<file path="config.mk">
export PLATFORM = sky130hd
export DESIGN_NAME = sfp_ctrl
export DESIGN_NICKNAME = d
export VERILOG_FILES = /design/src/logic/sfp_pkg.sv /design/src/logic/sfp_ctrl.sv /design/src/logic/sfp_pin_sync.sv
export VERILOG_INCLUDE_DIRS = /design/src /design/src/logic
export SDC_FILE = /design/constraint.sdc
export NUM_CORES = 1
export LEC_CHECK = 0
export CORE_MARGIN = 5
export CORE_UTILIZATION = 60
export DETAILED_ROUTE_END_ITERATION = 8
export DONT_BUFFER_PORTS = 1
export PLACE_DENSITY = 0.79
export REMOVE_ABC_BUFFERS = 1
export SYNTH_ARGS = -nofsm -noshare
export SYNTH_HDL_FRONTEND = slang
export SYNTH_HIERARCHICAL = 1
export SYNTH_SLANG_ARGS = --single-unit
</file>
<file path="constraint.sdc">
create_clock -name sys_clk -period 2.45 [get_ports sys_clk]
set_input_delay 0.49 -clock sys_clk [delete_from_list [all_inputs] [get_ports sys_clk]]
set_output_delay 0.49 -clock sys_clk [all_outputs]
set_load 0.01 [all_outputs]
</file>
<file path="src/logic/sfp_consts.svh">
`ifndef SFP_CONSTS_SVH
`define SFP_CONSTS_SVH

// ----------------------------------------------------------------
// Geometry of the main array
// ----------------------------------------------------------------
`define SFP_PAGE_BYTES 9'd264
`define SFP_PAGE_W 10
`define SFP_PAGES_PER_BLOCK 10'd8
`define SFP_BLOCKS_PER_SECTOR 10'd16
`define SFP_NUM_SECTORS 8
`define SFP_SECT_W 3
`define SFP_CHIP_PAGES 11'd1024

// ----------------------------------------------------------------
// Serial framing
// ----------------------------------------------------------------
`define SFP_BYTE_LAST 3'd7
`define SFP_BIT_ZERO 3'd0

// ----------------------------------------------------------------
// Pin synchroniser lanes and their idle levels
// ----------------------------------------------------------------
`define SFP_PINS 5
`define SFP_PIN_CS 0
`define SFP_PIN_SCK 1
`define SFP_PIN_SI 2
`define SFP_PIN_WP 3
`define SFP_PIN_RST 4
// Serial clock idles low between frames, so no false edge after reset
`define SFP_PIN_IDLE 5'h19

`endif

</file>
<file path="src/logic/sfp_pkg.sv">
package sfp_pkg;

  // Command class as judged by the flash core from the opcode
  typedef enum logic [2:0] {
    SFP_OP_OTHER,
    SFP_OP_PROGRAM,
    SFP_OP_ERASE,
    SFP_OP_PROTREG_WR,
    SFP_OP_PROT_ENABLE,
    SFP_OP_LOCKDOWN
  } sfp_op_kind_type;

  // Erase granularity
  typedef enum logic [1:0] {
    SFP_ER_PAGE,
    SFP_ER_BLOCK,
    SFP_ER_SECTOR,
    SFP_ER_CHIP
  } sfp_erase_type;

  // Sequencer states
  typedef enum logic [2:0] {
    SFP_ST_IDLE,
    SFP_ST_RECV,
    SFP_ST_CLASSIFY,
    SFP_ST_IGNORE,
    SFP_ST_BUSY
  } sfp_state_type;

  // Received byte towards the core
  typedef struct packed {
    logic valid;
    logic first;
    logic [7:0] data;
    logic [8:0] index;
  } sfp_rx_type;

  // Operation launch towards the core
  typedef struct packed {
    logic start;
    logic abort;
    sfp_op_kind_type kind;
    logic [10:0] pages;
  } sfp_launch_type;

  // Answer of the core
  typedef struct packed {
    sfp_op_kind_type kind;
    sfp_erase_type erase;
    logic [9:0] page;
    logic [7:0] tx_byte;
    logic done;
  } sfp_core_type;

endpackage

</file>
<file path="src/logic/sfp_ctrl.sv">
// Summary of operation
// - Output bits change on serial clock falling edge
// - Write protect low blocks flagged sectors
// - Write protect low freezes sector protection flags
// - Program or erase ignored under write protect
// - Ignored command ends when chip select rises
// - Protection enable and lockdown still accepted
// - Floating write protect reads as high
// - Reset pin low aborts work, goes idle
// - Held in reset while reset pin low
// - Power-up reset needs nothing on reset pin
// - Array nests sectors, blocks and pages
// - Programming never exceeds one page
// - Erase by chip, sector, block or page
// - Deselected: output floats, input ignored
// - Input sampled on serial clock rising edge
// - Self-timed work finishes, or is aborted by the reset pin, before standby
`timescale 1ns/100ps
`include "sfp_consts.svh"

module sfp_ctrl
(
  input wire logic sys_clk, // System clock, 50 MHz
  input wire logic arst_n, // Power-on reset, active low
  input wire logic cs_n, // Chip select pin
  input wire logic sck, // Serial clock pin
  input wire logic si, // Serial input pin
  output logic so, // Serial output pin data
  output logic so_oe, // Serial output enable
  input wire logic wp_n, // Write protect pin level
  input wire logic wp_oe, // Host drives write protect
  input wire logic rst_pin_n, // Reset pin
  output sfp_pkg::sfp_rx_type rx, // Received byte
  output sfp_pkg::sfp_launch_type launch, // Operation launch
  input wire sfp_pkg::sfp_core_type core, // Core answer
  output logic ignored, // Command refused pulse
  output logic standby, // Idle and deselected
  output logic [`SFP_NUM_SECTORS-1:0] sect_blocked // Sectors locked
);
  import sfp_pkg::*;

  // --------------------------------------------------------------
  // Registered state
  // --------------------------------------------------------------
  typedef struct packed {
    sfp_state_type st;
    sfp_op_kind_type kind;
    logic [2:0] bitcnt;
    logic [7:0] shin;
    logic [7:0] txsh;
    logic [8:0] idx;
    logic first;
    logic sw_prot;
    logic [`SFP_NUM_SECTORS-1:0] flags;
    logic so;
    sfp_rx_type rx;
    sfp_launch_type launch;
    logic ignored;
  } sfp_ctrl_type;

  sfp_ctrl_type r; // Current state
  sfp_ctrl_type next_r; // Next state

  logic [`SFP_PINS-1:0] pin; // Raw pins
  logic [`SFP_PINS-1:0] lvl; // Synchronised pins
  logic [`SFP_PINS-1:0] rise; // Rising edges
  logic [`SFP_PINS-1:0] fall; // Falling edges
  logic wp_pad; // Write protect after pull-up
  logic wp_on; // Write protect asserted
  logic selected; // Chip select low
  logic in_reset; // Reset pin low
  logic [`SFP_SECT_W-1:0] tgt_sect; // Sector of target page
  logic [10:0] span; // Pages an operation touches
  logic prot_active; // Sector protection in force

  // --------------------------------------------------------------
  // Pin conditioning
  // --------------------------------------------------------------
  // No pull-up exists in RTL, so an undriven pad is modelled here
  assign wp_pad = wp_oe ? wp_n : 1'b1;
  assign pin[`SFP_PIN_CS] = cs_n;
  assign pin[`SFP_PIN_SCK] = sck;
  assign pin[`SFP_PIN_SI] = si;
  assign pin[`SFP_PIN_WP] = wp_pad;
  assign pin[`SFP_PIN_RST] = rst_pin_n;

  // All pins cross into the system clock here
  sfp_pin_sync u_sync
  (
    .sys_clk(sys_clk),
    .arst_n(arst_n),
    .pin(pin),
    .level(lvl),
    .rise(rise),
    .fall(fall)
  );

  assign wp_on = ~lvl[`SFP_PIN_WP];
  assign selected = ~lvl[`SFP_PIN_CS];
  assign in_reset = ~lvl[`SFP_PIN_RST];

  // --------------------------------------------------------------
  // Array geometry
  // --------------------------------------------------------------
  // Sector of the target page: pages / block, blocks / sector
  assign tgt_sect = `SFP_SECT_W'(core.page /
    (`SFP_PAGES_PER_BLOCK * `SFP_BLOCKS_PER_SECTOR));

  // Pages covered per operation; program is always one page
  always_comb
  begin
    span = 11'd1;
    if (r.kind == SFP_OP_ERASE)
    begin
      case (core.erase)
        SFP_ER_PAGE: span = 11'd1;
        SFP_ER_BLOCK: span = 11'(`SFP_PAGES_PER_BLOCK);
        SFP_ER_SECTOR: span = 11'(`SFP_PAGES_PER_BLOCK *
          `SFP_BLOCKS_PER_SECTOR);
        default: span = `SFP_CHIP_PAGES;
      endcase
    end
  end

  // Pin protection acts even without the software enable
  assign prot_active = wp_on | r.sw_prot;
  assign sect_blocked = prot_active ? r.flags : '0;

  // --------------------------------------------------------------
  // Sequencer
  // --------------------------------------------------------------
  always_comb
  begin
    next_r = r;
    next_r.rx.valid = 1'b0;
    next_r.launch.start = 1'b0;
    next_r.launch.abort = 1'b0;
    next_r.ignored = 1'b0;
    if (in_reset)
    begin
      // Abort work and hold idle while the pin stays low
      next_r.launch.abort = (r.st != SFP_ST_IDLE);
      next_r.st = SFP_ST_IDLE;
      next_r.so = 1'b0;
    end
    else
    begin
      case (r.st)
        SFP_ST_IDLE:
        begin
          // Frame opens on chip select falling
          if (fall[`SFP_PIN_CS])
          begin
            next_r.st = SFP_ST_RECV;
            next_r.bitcnt = `SFP_BIT_ZERO;
            next_r.first = 1'b1;
            next_r.idx = '0;
            next_r.txsh = '0;
            next_r.kind = SFP_OP_OTHER;
          end
        end
        SFP_ST_RECV, SFP_ST_CLASSIFY:
        begin
          if (r.st == SFP_ST_CLASSIFY)
          begin
            // Core classifies the opcode one cycle after it lands
            next_r.st = SFP_ST_RECV;
            next_r.kind = core.kind;
            if (wp_on && (core.kind == SFP_OP_PROGRAM ||
                core.kind == SFP_OP_ERASE ||
                core.kind == SFP_OP_PROTREG_WR))
            begin
              next_r.st = SFP_ST_IGNORE;
              next_r.ignored = 1'b1;
            end
            // Enable and lockdown fall through untouched
          end
          if (rise[`SFP_PIN_CS])
          begin
            // Frame closes; launch work or return to idle
            next_r.st = SFP_ST_IDLE;
            if (r.kind == SFP_OP_PROGRAM || r.kind == SFP_OP_ERASE)
            begin
              if (sect_blocked[tgt_sect] || wp_on)
              begin
                next_r.ignored = 1'b1;
              end
              else
              begin
                next_r.st = SFP_ST_BUSY;
                next_r.launch.start = 1'b1;
                next_r.launch.kind = r.kind;
                next_r.launch.pages = span;
              end
            end
            else if (r.kind == SFP_OP_PROT_ENABLE)
            begin
              next_r.sw_prot = 1'b1;
            end
            else if (r.kind == SFP_OP_LOCKDOWN)
            begin
              next_r.st = SFP_ST_BUSY;
              next_r.launch.start = 1'b1;
              next_r.launch.kind = r.kind;
              next_r.launch.pages = 11'd1;
            end
          end
          else if (rise[`SFP_PIN_SCK] && selected)
          begin
            // Input bit taken on the rising clock edge
            next_r.shin = {r.shin[6:0], lvl[`SFP_PIN_SI]};
            next_r.bitcnt = r.bitcnt + 3'd1;
            if (r.bitcnt == `SFP_BYTE_LAST)
            begin
              next_r.rx.valid = 1'b1;
              next_r.rx.first = r.first;
              next_r.rx.data = {r.shin[6:0], lvl[`SFP_PIN_SI]};
              next_r.rx.index = r.idx;
              next_r.txsh = core.tx_byte;
              next_r.first = 1'b0;
              if (r.first)
              begin
                next_r.st = SFP_ST_CLASSIFY;
              end
              else
              begin
                // Data index wraps inside one page
                next_r.idx = (r.idx == `SFP_PAGE_BYTES - 9'd1) ?
                  '0 : r.idx + 9'd1;
                if (r.kind == SFP_OP_PROTREG_WR && !wp_on &&
                    r.idx < 9'(`SFP_NUM_SECTORS))
                begin
                  next_r.flags[r.idx[`SFP_SECT_W-1:0]] =
                    |{r.shin[6:0], lvl[`SFP_PIN_SI]};
                end
              end
            end
          end
          else if (fall[`SFP_PIN_SCK] && selected)
          begin
            // Output bit changes on the falling clock edge
            next_r.so = r.txsh[7];
            next_r.txsh = {r.txsh[6:0], 1'b0};
          end
        end
        SFP_ST_IGNORE:
        begin
          // Swallow everything until the frame ends
          if (rise[`SFP_PIN_CS])
          begin
            next_r.st = SFP_ST_IDLE;
          end
        end
        SFP_ST_BUSY:
        begin
          // Chip select is ignored until the core finishes
          if (core.done)
          begin
            next_r.st = SFP_ST_IDLE;
          end
        end
        default:
        begin
          next_r.st = SFP_ST_IDLE;
        end
      endcase
    end
  end

  // State register; power-on reset is the only async reset
  always_ff @(posedge sys_clk or negedge arst_n)
  begin
    if (!arst_n)
    begin
      r <= '0;
    end
    else
    begin
      r <= next_r;
    end
  end

  // --------------------------------------------------------------
  // Outputs
  // --------------------------------------------------------------
  // Drive only while selected inside a live frame
  assign so_oe = selected && !in_reset &&
    (r.st == SFP_ST_RECV || r.st == SFP_ST_CLASSIFY);
  assign so = r.so;
  assign rx = r.rx;
  assign launch = r.launch;
  assign ignored = r.ignored;
  assign standby = (r.st == SFP_ST_IDLE) && !selected;

endmodule

</file>
<file path="src/logic/sfp_pin_sync.sv">
`timescale 1ns/100ps
`include "sfp_consts.svh"

module sfp_pin_sync
(
  input wire logic sys_clk, // System clock
  input wire logic arst_n, // Asynchronous reset
  input wire logic [`SFP_PINS-1:0] pin, // Raw pin levels
  output logic [`SFP_PINS-1:0] level, // Synchronised levels
  output logic [`SFP_PINS-1:0] rise, // One-cycle rising edge
  output logic [`SFP_PINS-1:0] fall // One-cycle falling edge
);
  import sfp_pkg::*;

  // --------------------------------------------------------------
  // Three stages: two for metastability, one for edge history
  // --------------------------------------------------------------
  typedef struct packed {
    logic [`SFP_PINS-1:0] s1;
    logic [`SFP_PINS-1:0] s2;
    logic [`SFP_PINS-1:0] s3;
  } sfp_sync_type;

  sfp_sync_type r; // Registered stages
  sfp_sync_type next_r; // Next stages

  // Shift every lane one stage on
  always_comb
  begin
    next_r = r;
    next_r.s1 = pin;
    next_r.s2 = r.s1;
    next_r.s3 = r.s2;
  end

  // Idle levels keep a fresh reset from faking edges
  always_ff @(posedge sys_clk or negedge arst_n)
  begin
    if (!arst_n)
    begin
      r <= {3{`SFP_PIN_IDLE}};
    end
    else
    begin
      r <= next_r;
    end
  end

  // Edge detection only looks at stages two and three
  genvar g;
  generate
    for (g = 0; g < `SFP_PINS; g++)
    begin : lane
      assign level[g] = r.s2[g];
      assign rise[g] = r.s2[g] & ~r.s3[g];
      assign fall[g] = ~r.s2[g] & r.s3[g];
    end
  endgenerate

endmodule

</file>
==> flow_metrics.env, run 1 <==
export IMPL_status="finished, violations left"
export IMPL_violations="negative hold slack"
export IMPL_leakage_uw=0.00194
export IMPL_fmax_ghz=0.445
export IMPL_ys_warn_count=6
export IMPL_r2r_cells=5
export IMPL_path_cells="or4_1 > nor4_2 > nand3_1 > nor3b_1 > mux2_2"
export IMPL_nNetsFinal=382
export IMPL_fp_dieW_um=93.5
export IMPL_avgViaCountPerCell=5.85
export IMPL_gp_congestion=0.852
export IMPL_utilization_pct=62.5
export IMPL_cts_buffers=9
export IMPL_final_hold_violation_count=81
export IMPL_reg2reg_slack_ns=0.20
export IMPL_clockRootBuffer="clkbuf_8"
export IMPL_initial_utilization_pct=61.6
export IMPL_grt_max_degree=86
export IMPL_dp_cells=432
export IMPL_wirelength_mm=7.71
export IMPL_io_buffers=0
export IMPL_regArea_um2=2140
export IMPL_max_stage_delay_ns=0.58
export IMPL_required_ns=2.69
export IMPL_final_cell_mix="dfrtp_1, mux2_2, nand2_1"
export IMPL_track_usage_pct=19.0
export IMPL_max_cap_viol_count=0
export IMPL_hp_class="input port to asynchronous set/reset pin"
export IMPL_clkTransAtPathRegs_ns=0.08
export IMPL_cp_end_kind="flip-flop"
export IMPL_netlist_instances=374
export IMPL_crit_path_end="r[39]$_DFFE_PN0P_"
export IMPL_worstSetupPathType="flip-flop to flip-flop"
export IMPL_ios=79
export IMPL_rsz0062_at_grt="false"
export IMPL_dpl_hpwl_mm=5.50
export IMPL_period_share_pct=91.6
export IMPL_antenna_cells=0
export IMPL_timing_rr_end="r[39]$_DFFE_PN0P_"
export IMPL_skew_ns=0.00824
export IMPL_nFillCells=527
export IMPL_wl_met1_mm=3.29
export IMPL_grt_pass1_vias=2623
export IMPL_vdd_drop_max_uv=470
export IMPL_antenna_found_initial=0
export IMPL_cts_setup_buffers=0
export IMPL_wl_met3_um=656
export IMPL_dieArea_um2=8740
export IMPL_arrival_ns=2.48
export IMPL_detail_route_wl_per_cell_um=17.2
export IMPL_avgSynthCellArea_um2=11.2
export IMPL_htreeDepth=3
export IMPL_ant_nets=0
export IMPL_grt_pass1_wl_mm=13.0
export IMPL_cp_max_fo=7
export IMPL_clk_insertion_delay_late_ns=0.36
export IMPL_total_power_uw=2720
export IMPL_cts_sinks=85
export IMPL_startpoint_type="flip-flop"
export IMPL_die_height_um=93.5
export IMPL_drc=0
export IMPL_drt_initial_drc_count=194
export IMPL_worstReg2RegStart="r[52]$_DFFE_PN0P_"
export IMPL_clk_path_buf_depth=2
export IMPL_synth_area_um2=4180
export IMPL_whs_ns=-0.180
export IMPL_startpoint="r[52]$_DFFE_PN0P_"
export IMPL_cts_resized=0
export IMPL_p_per_area_nw_per_um2=641
export IMPL_fin_crit_ns=2.25
export IMPL_top_layer="met4"
export IMPL_setup_violations=0
export IMPL_relSlewSlack_pct=57.3
export IMPL_syn2layout_area_growth_pct=1.50
export IMPL_instances_no_fill=448
export IMPL_maxSlewViolCount=0
export IMPL_slowest_stage="or4_1"
export IMPL_multi_input_area_um2=1680
export IMPL_final_cell_area_um2=4250
export IMPL_setup_tns_ns=0
export IMPL_tightestPinTransition_ns=0.636
export IMPL_core_rowCount=30
export IMPL_core_area_um2=6790
export IMPL_overflow=0
export IMPL_place_area_um2=4040
export IMPL_dr_wl_met2_mm=3.66
export IMPL_cts_tree="done"
export IMPL_vias=2619
export IMPL_first_pass_iters=4
export IMPL_layout_commonest_cell="dfrtp_1"
export IMPL_drive_above_1_share_pct=23.0
-- worst min path at each step --
stage | start | to | slack, ns | cells after the start
after floorplan | arst_n | ignored$_DFF_PN0_ | 0.19 | 0
after global placement | arst_n | r[40]$_DFFE_PN0P_ | 0.20 | 0
after detailed placement | arst_n | r[38]$_DFFE_PN0P_ | 0.20 | 0
after CTS | arst_n | r[51]$_DFFE_PN0P_ | -0.19 | 0
after global routing | arst_n | rx[2]$_DFFE_PN0P_ | -0.20 | 0
final | arst_n | r[51]$_DFFE_PN0P_ | -0.18 | 0
-- critical path: cells and delay by family, from the launching register on --
kind          cells  cell delay (ns)
simple gates      4             1.30
flops             1             0.45
mux               1             0.37
-- layout make-up --
class / count / share of cell area, %
flip-flops and latches: 85 / 50.3
clock inverters: 4 / 1.12
clock buffers: 12 / 3.65
inverters: 7 / 0.619
repair buffers: 11 / 1.95
multi-input cells: 233 / 39.5
well taps: 96 / 2.83
-- power by group --
part / switching [uW] / total, uW / leakage (uW) / internal, uW
clock: 481 / 1000 / 0.000102 / 524
combinational: 131 / 220 / 0.000700 / 88.9
sequential: 51.3 / 1500 / 0.00114 / 1450
-- state kept, by name, indices dropped and copies added, names as in the netlist --
register / flops
rx: 19
u_sync/r: 2
u_sync/level: 5
launch: 9
so: 1
r: 43
u_sync/next_r: 5
ignored: 1
-- metal layers --
metal / track usage [%] / up-vias
li1: - / 1241
met1: 24.0 / 1293
met2: 30.3 / 75
met3: 7.00 / 10
met4: 6.35 / 0
met5: 0 / -
-- through the flow --
step | hold WS [ns] | setup slack (ns)
6_report | -0.180 | 0.205
5_1_grt | -0.203 | 0.0371
4_1_cts | -0.191 | 0.201
3_5_place_dp | 0.198 | 0.229
3_3_place_gp | 0.198 | 0.261
2_1_floorplan | 0.194 | -1.47
Note: power is estimated with default switching activity, not from simulation.
==> run 2: changes to the inputs <==
--- a/config.mk
+++ b/config.mk
@@ -6,12 +6,13 @@
 export SDC_FILE = /design/constraint.sdc
 export NUM_CORES = 1
 export LEC_CHECK = 0
-export CORE_MARGIN = 5
+export CORE_MARGIN = 1.5
 export CORE_UTILIZATION = 60
 export DETAILED_ROUTE_END_ITERATION = 8
 export DONT_BUFFER_PORTS = 1
 export PLACE_DENSITY = 0.79
 export REMOVE_ABC_BUFFERS = 1
+export SLEW_MARGIN = 20
 export SYNTH_ARGS = -nofsm -noshare
 export SYNTH_HDL_FRONTEND = slang
 export SYNTH_HIERARCHICAL = 1
==> flow_metrics.env, run 2 (synthesis gave the netlist of run 1 again) <==
export IMPL_antenna_found_initial=0
export IMPL_p_per_area_nw_per_um2=631
export IMPL_maxSlewViolCount=0
export IMPL_vias=2591
export IMPL_cts_sinks=85
export IMPL_rsz0062_at_grt="false"
export IMPL_setup_tns_ns=0
export IMPL_drc=0
export IMPL_skew_ns=0.00592
export IMPL_cp_num_buf_inv=0
export IMPL_met3_usage_pct=6.57
export IMPL_ios=79
export IMPL_fmax_ghz=0.435
export IMPL_ant_nets=0
export IMPL_fin_crit_ns=2.30
export IMPL_clk_insertion_delay_late_ns=0.36
export IMPL_cts_buffers=9
export IMPL_cts_setup_buffers=0
export IMPL_tightestPinTransition_ns=0.609
export IMPL_max_cap_viol_count=0
export IMPL_nNetsFinal=381
export IMPL_layout_commonest_cell="dfrtp_1"
export IMPL_first_pass_iters=4
export IMPL_grt_pass1_vias=2652
export IMPL_clockRootBuffer="clkbuf_8"
export IMPL_critPathTopFamily="simple AND/OR/NAND/NOR gates"
export IMPL_top_register="r"
export IMPL_required_ns=2.71
export IMPL_die_height_um=86.5
export IMPL_syn2layout_area_growth_pct=0.359
export IMPL_whs_ns=-0.181
export IMPL_fp_dieW_um=86.5
export IMPL_place_area_um2=4020
export IMPL_avgViaCountPerCell=6.01
export IMPL_htreeDepth=3
export IMPL_arrival_ns=2.56
export IMPL_relSlewSlack_pct=59.2
export IMPL_dp_cells=415
export IMPL_slowest_stage="dfstp_2"
export IMPL_final_cell_area_um2=4200
export IMPL_cp_max_fo=8
export IMPL_io_buffers=0
export IMPL_instances_no_fill=431
export IMPL_dpl_hpwl_mm=5.07
export IMPL_core_rowCount=30
export IMPL_setup_violations=0
export IMPL_clk_path_buf_depth=2
export IMPL_initial_utilization_pct=61.9
export IMPL_vdd_drop_max_uv=383
export IMPL_period_share_pct=93.9
export IMPL_hp_class="input port to asynchronous set/reset pin"
export IMPL_dieArea_um2=7480
export IMPL_cts_tree="done"
export IMPL_grt_max_degree=86
export IMPL_worstSetupPathType="flip-flop to flip-flop"
export IMPL_clkTransAtPathRegs_ns=0.09
export IMPL_antenna_cells=0
export IMPL_top_usage_layer="met2"
export IMPL_detail_route_wl_per_cell_um=17.1
export IMPL_final_cell_mix="dfrtp_1, mux2_2, nand2_1"
export IMPL_violations="negative hold slack"
export IMPL_grt_util_met1_pct=27.8
export IMPL_cts_resized=0
export IMPL_startpoint_type="flip-flop"
export IMPL_status="finished, violations left"
export IMPL_largest_register_ffs=43
export IMPL_core_area_um2=6760
export IMPL_track_usage_pct=21.2
export IMPL_use_met2_pct=32.7
export IMPL_nFillCells=558
export IMPL_drive_above_1_share_pct=23.1
export IMPL_grt_pass1_wl_mm=12.4
export IMPL_path_cells="and2b_2 > nand2b_1 > a21oi_1 > o221ai_1 > or3_1 > o41ai_2"
export IMPL_cp_end_kind="flip-flop"
export IMPL_drt_initial_drc_count=174
export IMPL_wirelength_mm=7.37
export IMPL_final_hold_violation_count=78
export IMPL_overflow=0
export IMPL_gp_congestion=0.825
export IMPL_leakage_uw=0.00192
export IMPL_max_stage_delay_ns=0.53
## run 2: cell types whose count changed in the layout (fill, tap and decap cells not counted)
| cell | change |
|---|---|
| clkbuf_8 | -2 |
| bufinv_16 | -1 |
| clkbuf_1 | -1 |
| clkinv_2 | -2 |
| clkinv_4 | +2 |
| buf_4 | -1 |
| clkinvlp_4 | +1 |
| inv_6 | +3 |
## run 2: layout make-up
cell class | count | area (um^2) | share of cell area, %
multi-input combinational | 233 | 1680 | 40.0
clock buffer | 9 | 124 | 2.95
sequential | 85 | 2140 | 50.9
timing repair buffer | 10 | 75.1 | 1.79
inverter | 7 | 26.3 | 0.626
tap | 80 | 100 | 2.38
clock inverter | 7 | 58.8 | 1.40
## run 2: per-layer routing
metal	vias to the layer above	wire length, um
met2	75	3380
met3	16	494
li1	1244	-
met1	1256	3320
met5	-	0
met4	0	167
## run 2: worst register-to-register path: stages (launching register included)
cell	delay (ns)
dfstp_2	0.53
and2b_2	0.27
nand2b_1	0.16
a21oi_1	0.21
o221ai_1	0.21
or3_1	0.52
o41ai_2	0.31
## run 2: worst paths after layout
kind,start,to,slack [ns],cells after the start
max reg2reg,u_sync/r[0]$_DFF_PN1_,r[50]$_DFFE_PN0P_,0.15,6
max,u_sync/r[0]$_DFF_PN1_,r[50]$_DFFE_PN0P_,0.15,6
min reg2reg,u_sync/next_r[7]$_DFF_PN0_,u_sync/level[2]$_DFF_PN0_,0.36,0
max in group asynchronous,arst_n,u_sync/level[3]$_DFF_PN1_,2.41,0
min in group sys_clk,rst_pin_n,u_sync/next_r[9]$_DFF_PN1_,0.12,0
min,arst_n,r[39]$_DFFE_PN0P_,-0.18,0
## run 2: power by group
part	total [uW]	switching (uW)	leakage, uW	internal, uW
Combinational	221	133	0.000695	88.6
Clock	927	545	0.0000868	382
Sequential	1500	52.0	0.00114	1450
## run 2: per-stage QoR
stage,worst slack (ns),hold slack (ns),util (%),power [uW]
floorplan,-1.47,0.194,-,1670
global placement,0.246,0.197,59.4,1730
detailed placement,0.196,0.197,59.4,1740
CTS,0.170,-0.192,62.1,2660
global route,0.0171,-0.201,62.1,2760
finish,0.149,-0.181,62.1,2650
==> run 3: changes to the inputs <==
--- a/config.mk
+++ b/config.mk
@@ -7,13 +7,13 @@
 export NUM_CORES = 1
 export LEC_CHECK = 0
 export CORE_MARGIN = 1.5
-export CORE_UTILIZATION = 60
+export CORE_UTILIZATION = 25
+export CTS_BUF_LIST = sky130_fd_sc_hd__clkbuf_2 sky130_fd_sc_hd__clkbuf_4 sky130_fd_sc_hd__clkbuf_8
 export DETAILED_ROUTE_END_ITERATION = 8
 export DONT_BUFFER_PORTS = 1
-export PLACE_DENSITY = 0.79
+export PLACE_DENSITY = 0.41
 export REMOVE_ABC_BUFFERS = 1
 export SLEW_MARGIN = 20
 export SYNTH_ARGS = -nofsm -noshare
 export SYNTH_HDL_FRONTEND = slang
-export SYNTH_HIERARCHICAL = 1
 export SYNTH_SLANG_ARGS = --single-unit
==> flow_metrics.env, run 3 <==
export IMPL_syn2layout_area_growth_pct=6.59
export IMPL_grt_pass1_vias=2891
export IMPL_synthMuxAreaShare_pct=8.00
export IMPL_avgViaCountPerCell=4.55
export IMPL_top_register="r"
export IMPL_rsz0062_at_grt="false"
export IMPL_worstSetupPathType="flip-flop to output pin"
export IMPL_hp_class="input port to asynchronous set/reset pin"
export IMPL_vdd_drop_max_uv=226
export IMPL_synthArstFlopShare_pct=100
export IMPL_fp_dieW_um=132
export IMPL_vias=2814
export IMPL_detail_route_wl_per_cell_um=14.9
export IMPL_utilization_pct=27.0
export IMPL_ys_top_cells_by_area="dfrtp_1, nand2_1, buf_4"
export IMPL_clk_path_buf_depth=2
export IMPL_dieArea_um2=17500
export IMPL_wirelength_mm=9.22
export IMPL_status="finished, final reports clean"
export IMPL_synth_edf_count=0
export IMPL_final_cell_mix="nand2_1, dfrtp_1, mux2_2"
export IMPL_fmax_ghz=0.462
export IMPL_synth_xor_area_share_pct=0.629
export IMPL_final_hold_violation_count=0
export IMPL_total_power_uw=2560
export IMPL_clk_insertion_delay_late_ns=0.36
export IMPL_cts_resized=0
export IMPL_max_cap_viol_count=0
export IMPL_gp_congestion=0.745
export IMPL_overflow=0
export IMPL_startpoint_type="flip-flop"
export IMPL_p_per_area_nw_per_um2=575
export IMPL_timing_rr_end="r[40]$_DFFE_PN0P_"
export IMPL_die_height_um=132
export IMPL_arrival_ns=1.67
export IMPL_drc=0
export IMPL_dpl_hpwl_mm=6.50
export IMPL_clockRootBuffer="clkbuf_8"
export IMPL_htreeDepth=3
export IMPL_netlist_instances=413
export IMPL_relSlewSlack_pct=64.2
export IMPL_required_ns=1.96
export IMPL_synth_commonest_cells="nand2_1, dfrtp_1, buf_4"
export IMPL_synthSimpleGateAreaFrac_pct=20.5
export IMPL_skew_ns=0.00857
export IMPL_grt_max_degree=86
export IMPL_ant_nets=0
export IMPL_synthAdderAreaFrac_pct=0.899
export IMPL_core_area_um2=16500
export IMPL_setup_tns_ns=0
export IMPL_grt_pass1_wl_mm=15.4
export IMPL_ios=79
export IMPL_cp_max_fo=10
export IMPL_synth_area_um2=4180
export IMPL_drive_above_1_share_pct=18.3
export IMPL_yosysMostFrequentCell="nand2_1"
export IMPL_first_pass_iters=4
export IMPL_reg2reg_slack_ns=0.32
export IMPL_r2r_cells=5
export IMPL_cts_tree="done"
export IMPL_layout_commonest_cell="nand2_1"
export IMPL_clkTransAtPathRegs_ns=0.08
export IMPL_cts_buffers=9
export IMPL_antenna_found_initial=0
export IMPL_leakage_uw=0.00204
export IMPL_ys_ff_latch=85
export IMPL_cts_setup_buffers=0
export IMPL_worstReg2RegStart="r[53]$_DFFE_PN0P_"
export IMPL_nFillCells=1792
export IMPL_largest_register_ffs=43
export IMPL_yosysUniqueCellTypes=51
export IMPL_synth_top_area_cell="dfrtp_1"
export IMPL_cts_sinks=85
export IMPL_synth_top_family_by_area="simple AND/OR/NAND/NOR gates"
export IMPL_avgSynthCellArea_um2=10.1
export IMPL_yosysSeqAreaShare_pct=51.2
export IMPL_tightestPinTransition_ns=0.535
export IMPL_synth_compound_area_share_pct=10.2
export IMPL_initial_utilization_pct=25.4
export IMPL_period_share_pct=88.3
export IMPL_ys_warn_count=0
export IMPL_yosysTopAreaCellShare_pct=46.7
export IMPL_antenna_cells=0
export IMPL_io_buffers=0
export IMPL_nNetsFinal=429
export IMPL_track_usage_pct=11.2
export IMPL_maxSlewViolCount=0
export IMPL_cp_end_kind="output pin"
export IMPL_fin_crit_ns=2.16
export IMPL_yosys_most_used_dff="dfrtp_1"
export IMPL_drt_initial_drc_count=121
export IMPL_setup_violations=0
export IMPL_core_rowCount=47
## run 3: cell count changes in the layout (fill, tap and decap cells not counted), sizes merged, moves of 3 or more
cell    delta
nand2     +65
mux2       -9
a21oi      +8
mux2i      -8
clkbuf     +6
o31ai      -6
buf        +4
and2b      -3
inv        -3
nand3      -3
nand4b     -3
nor2       +3
o221ai     -3
## run 3: cell families after synthesis
| kind of cell | Yosys count |
|---|---|
| and+or+nand+nor | 177 |
| DFF | 85 |
| AOI/OAI and AO/OA | 57 |
| buffers and inverters | 57 |
| muxes | 30 |
| adders and majority gates | 3 |
| xor gates and xnor gates | 3 |
| other | 1 |
## run 3: per-layer routing
layer	part of all wire (%)	routed length (um)	up-vias	global-route usage, %
li1	-	-	1345	-
met1	47	4380	1401	14.3
met2	46	4250	64	17.4
met3	5.8	535	4	4.69
met4	0.55	51	0	3.11
met5	0	0	-	0
## run 3: worst max-delay path by stage
stage / slack, ns / depth (start not counted) / start / endpoint
2_1_floorplan: -0.42 / 6 / u_sync.level[0]$_DFF_PN1_ / r[40]$_DFFE_PN0P_
3_3_place_gp: 0.33 / 5 / r[53]$_DFFE_PN0P_ / r[40]$_DFFE_PN0P_
3_5_place_dp: 0.33 / 5 / r[53]$_DFFE_PN0P_ / r[40]$_DFFE_PN0P_
4_1_cts: 0.25 / 4 / r[79]$_DFFE_PN0P_ / so_oe
5_1_grt: 0.11 / 4 / r[79]$_DFFE_PN0P_ / so_oe
6_report: 0.29 / 4 / r[79]$_DFFE_PN0P_ / so_oe
## run 3: power by group
group / switching, uW / internal, uW / leakage (uW)
registers: 31.9 / 1430 / 0.00114
logic: 93.9 / 51.0 / 0.000803
clock network: 494 / 455 / 0.0000950
total: 620 / 1940 / 0.00204
## run 3: critical path, stage by stage (launching register included)
cell,delay [ns]
dfrtp_1,0.46
buf_4,0.21
xor2_1,0.18
nand2_1,0.19
nor2_1,0.26
## run 3: stage by stage
stage | hold WS (ns) | cell area (um^2) | setup slack, ns | cells
finish | 0.0112 | 4450 | 0.287 | 619
global route | 0.0382 | 4450 | 0.109 | 619
CTS | 0.0282 | 4450 | 0.247 | 619
detailed placement | 0.199 | 4240 | 0.331 | 602
global placement | 0.199 | 4240 | 0.328 | 602
floorplan | 0.194 | 3870 | -0.418 | 369
## run 3: layout make-up
| type | instances | area (um^2) | area share [%] |
|---|---|---|---|
| multi-input combinational | 277 | 1710 | 38.3 |
| tap | 220 | 275 | 6.18 |
| timing repair buffer | 14 | 125 | 2.81 |
| sequential | 85 | 2140 | 48.0 |
| clock inverter | 1 | 7.51 | 0.169 |
| inverter | 7 | 26.3 | 0.590 |
| clock buffer | 15 | 175 | 3.94 |
## run 3: repair_timing
action,in CTS,in global routing
hold buffers,1,0
endpoints found under the setup margin,0,0
endpoints found under the hold margin,85,0
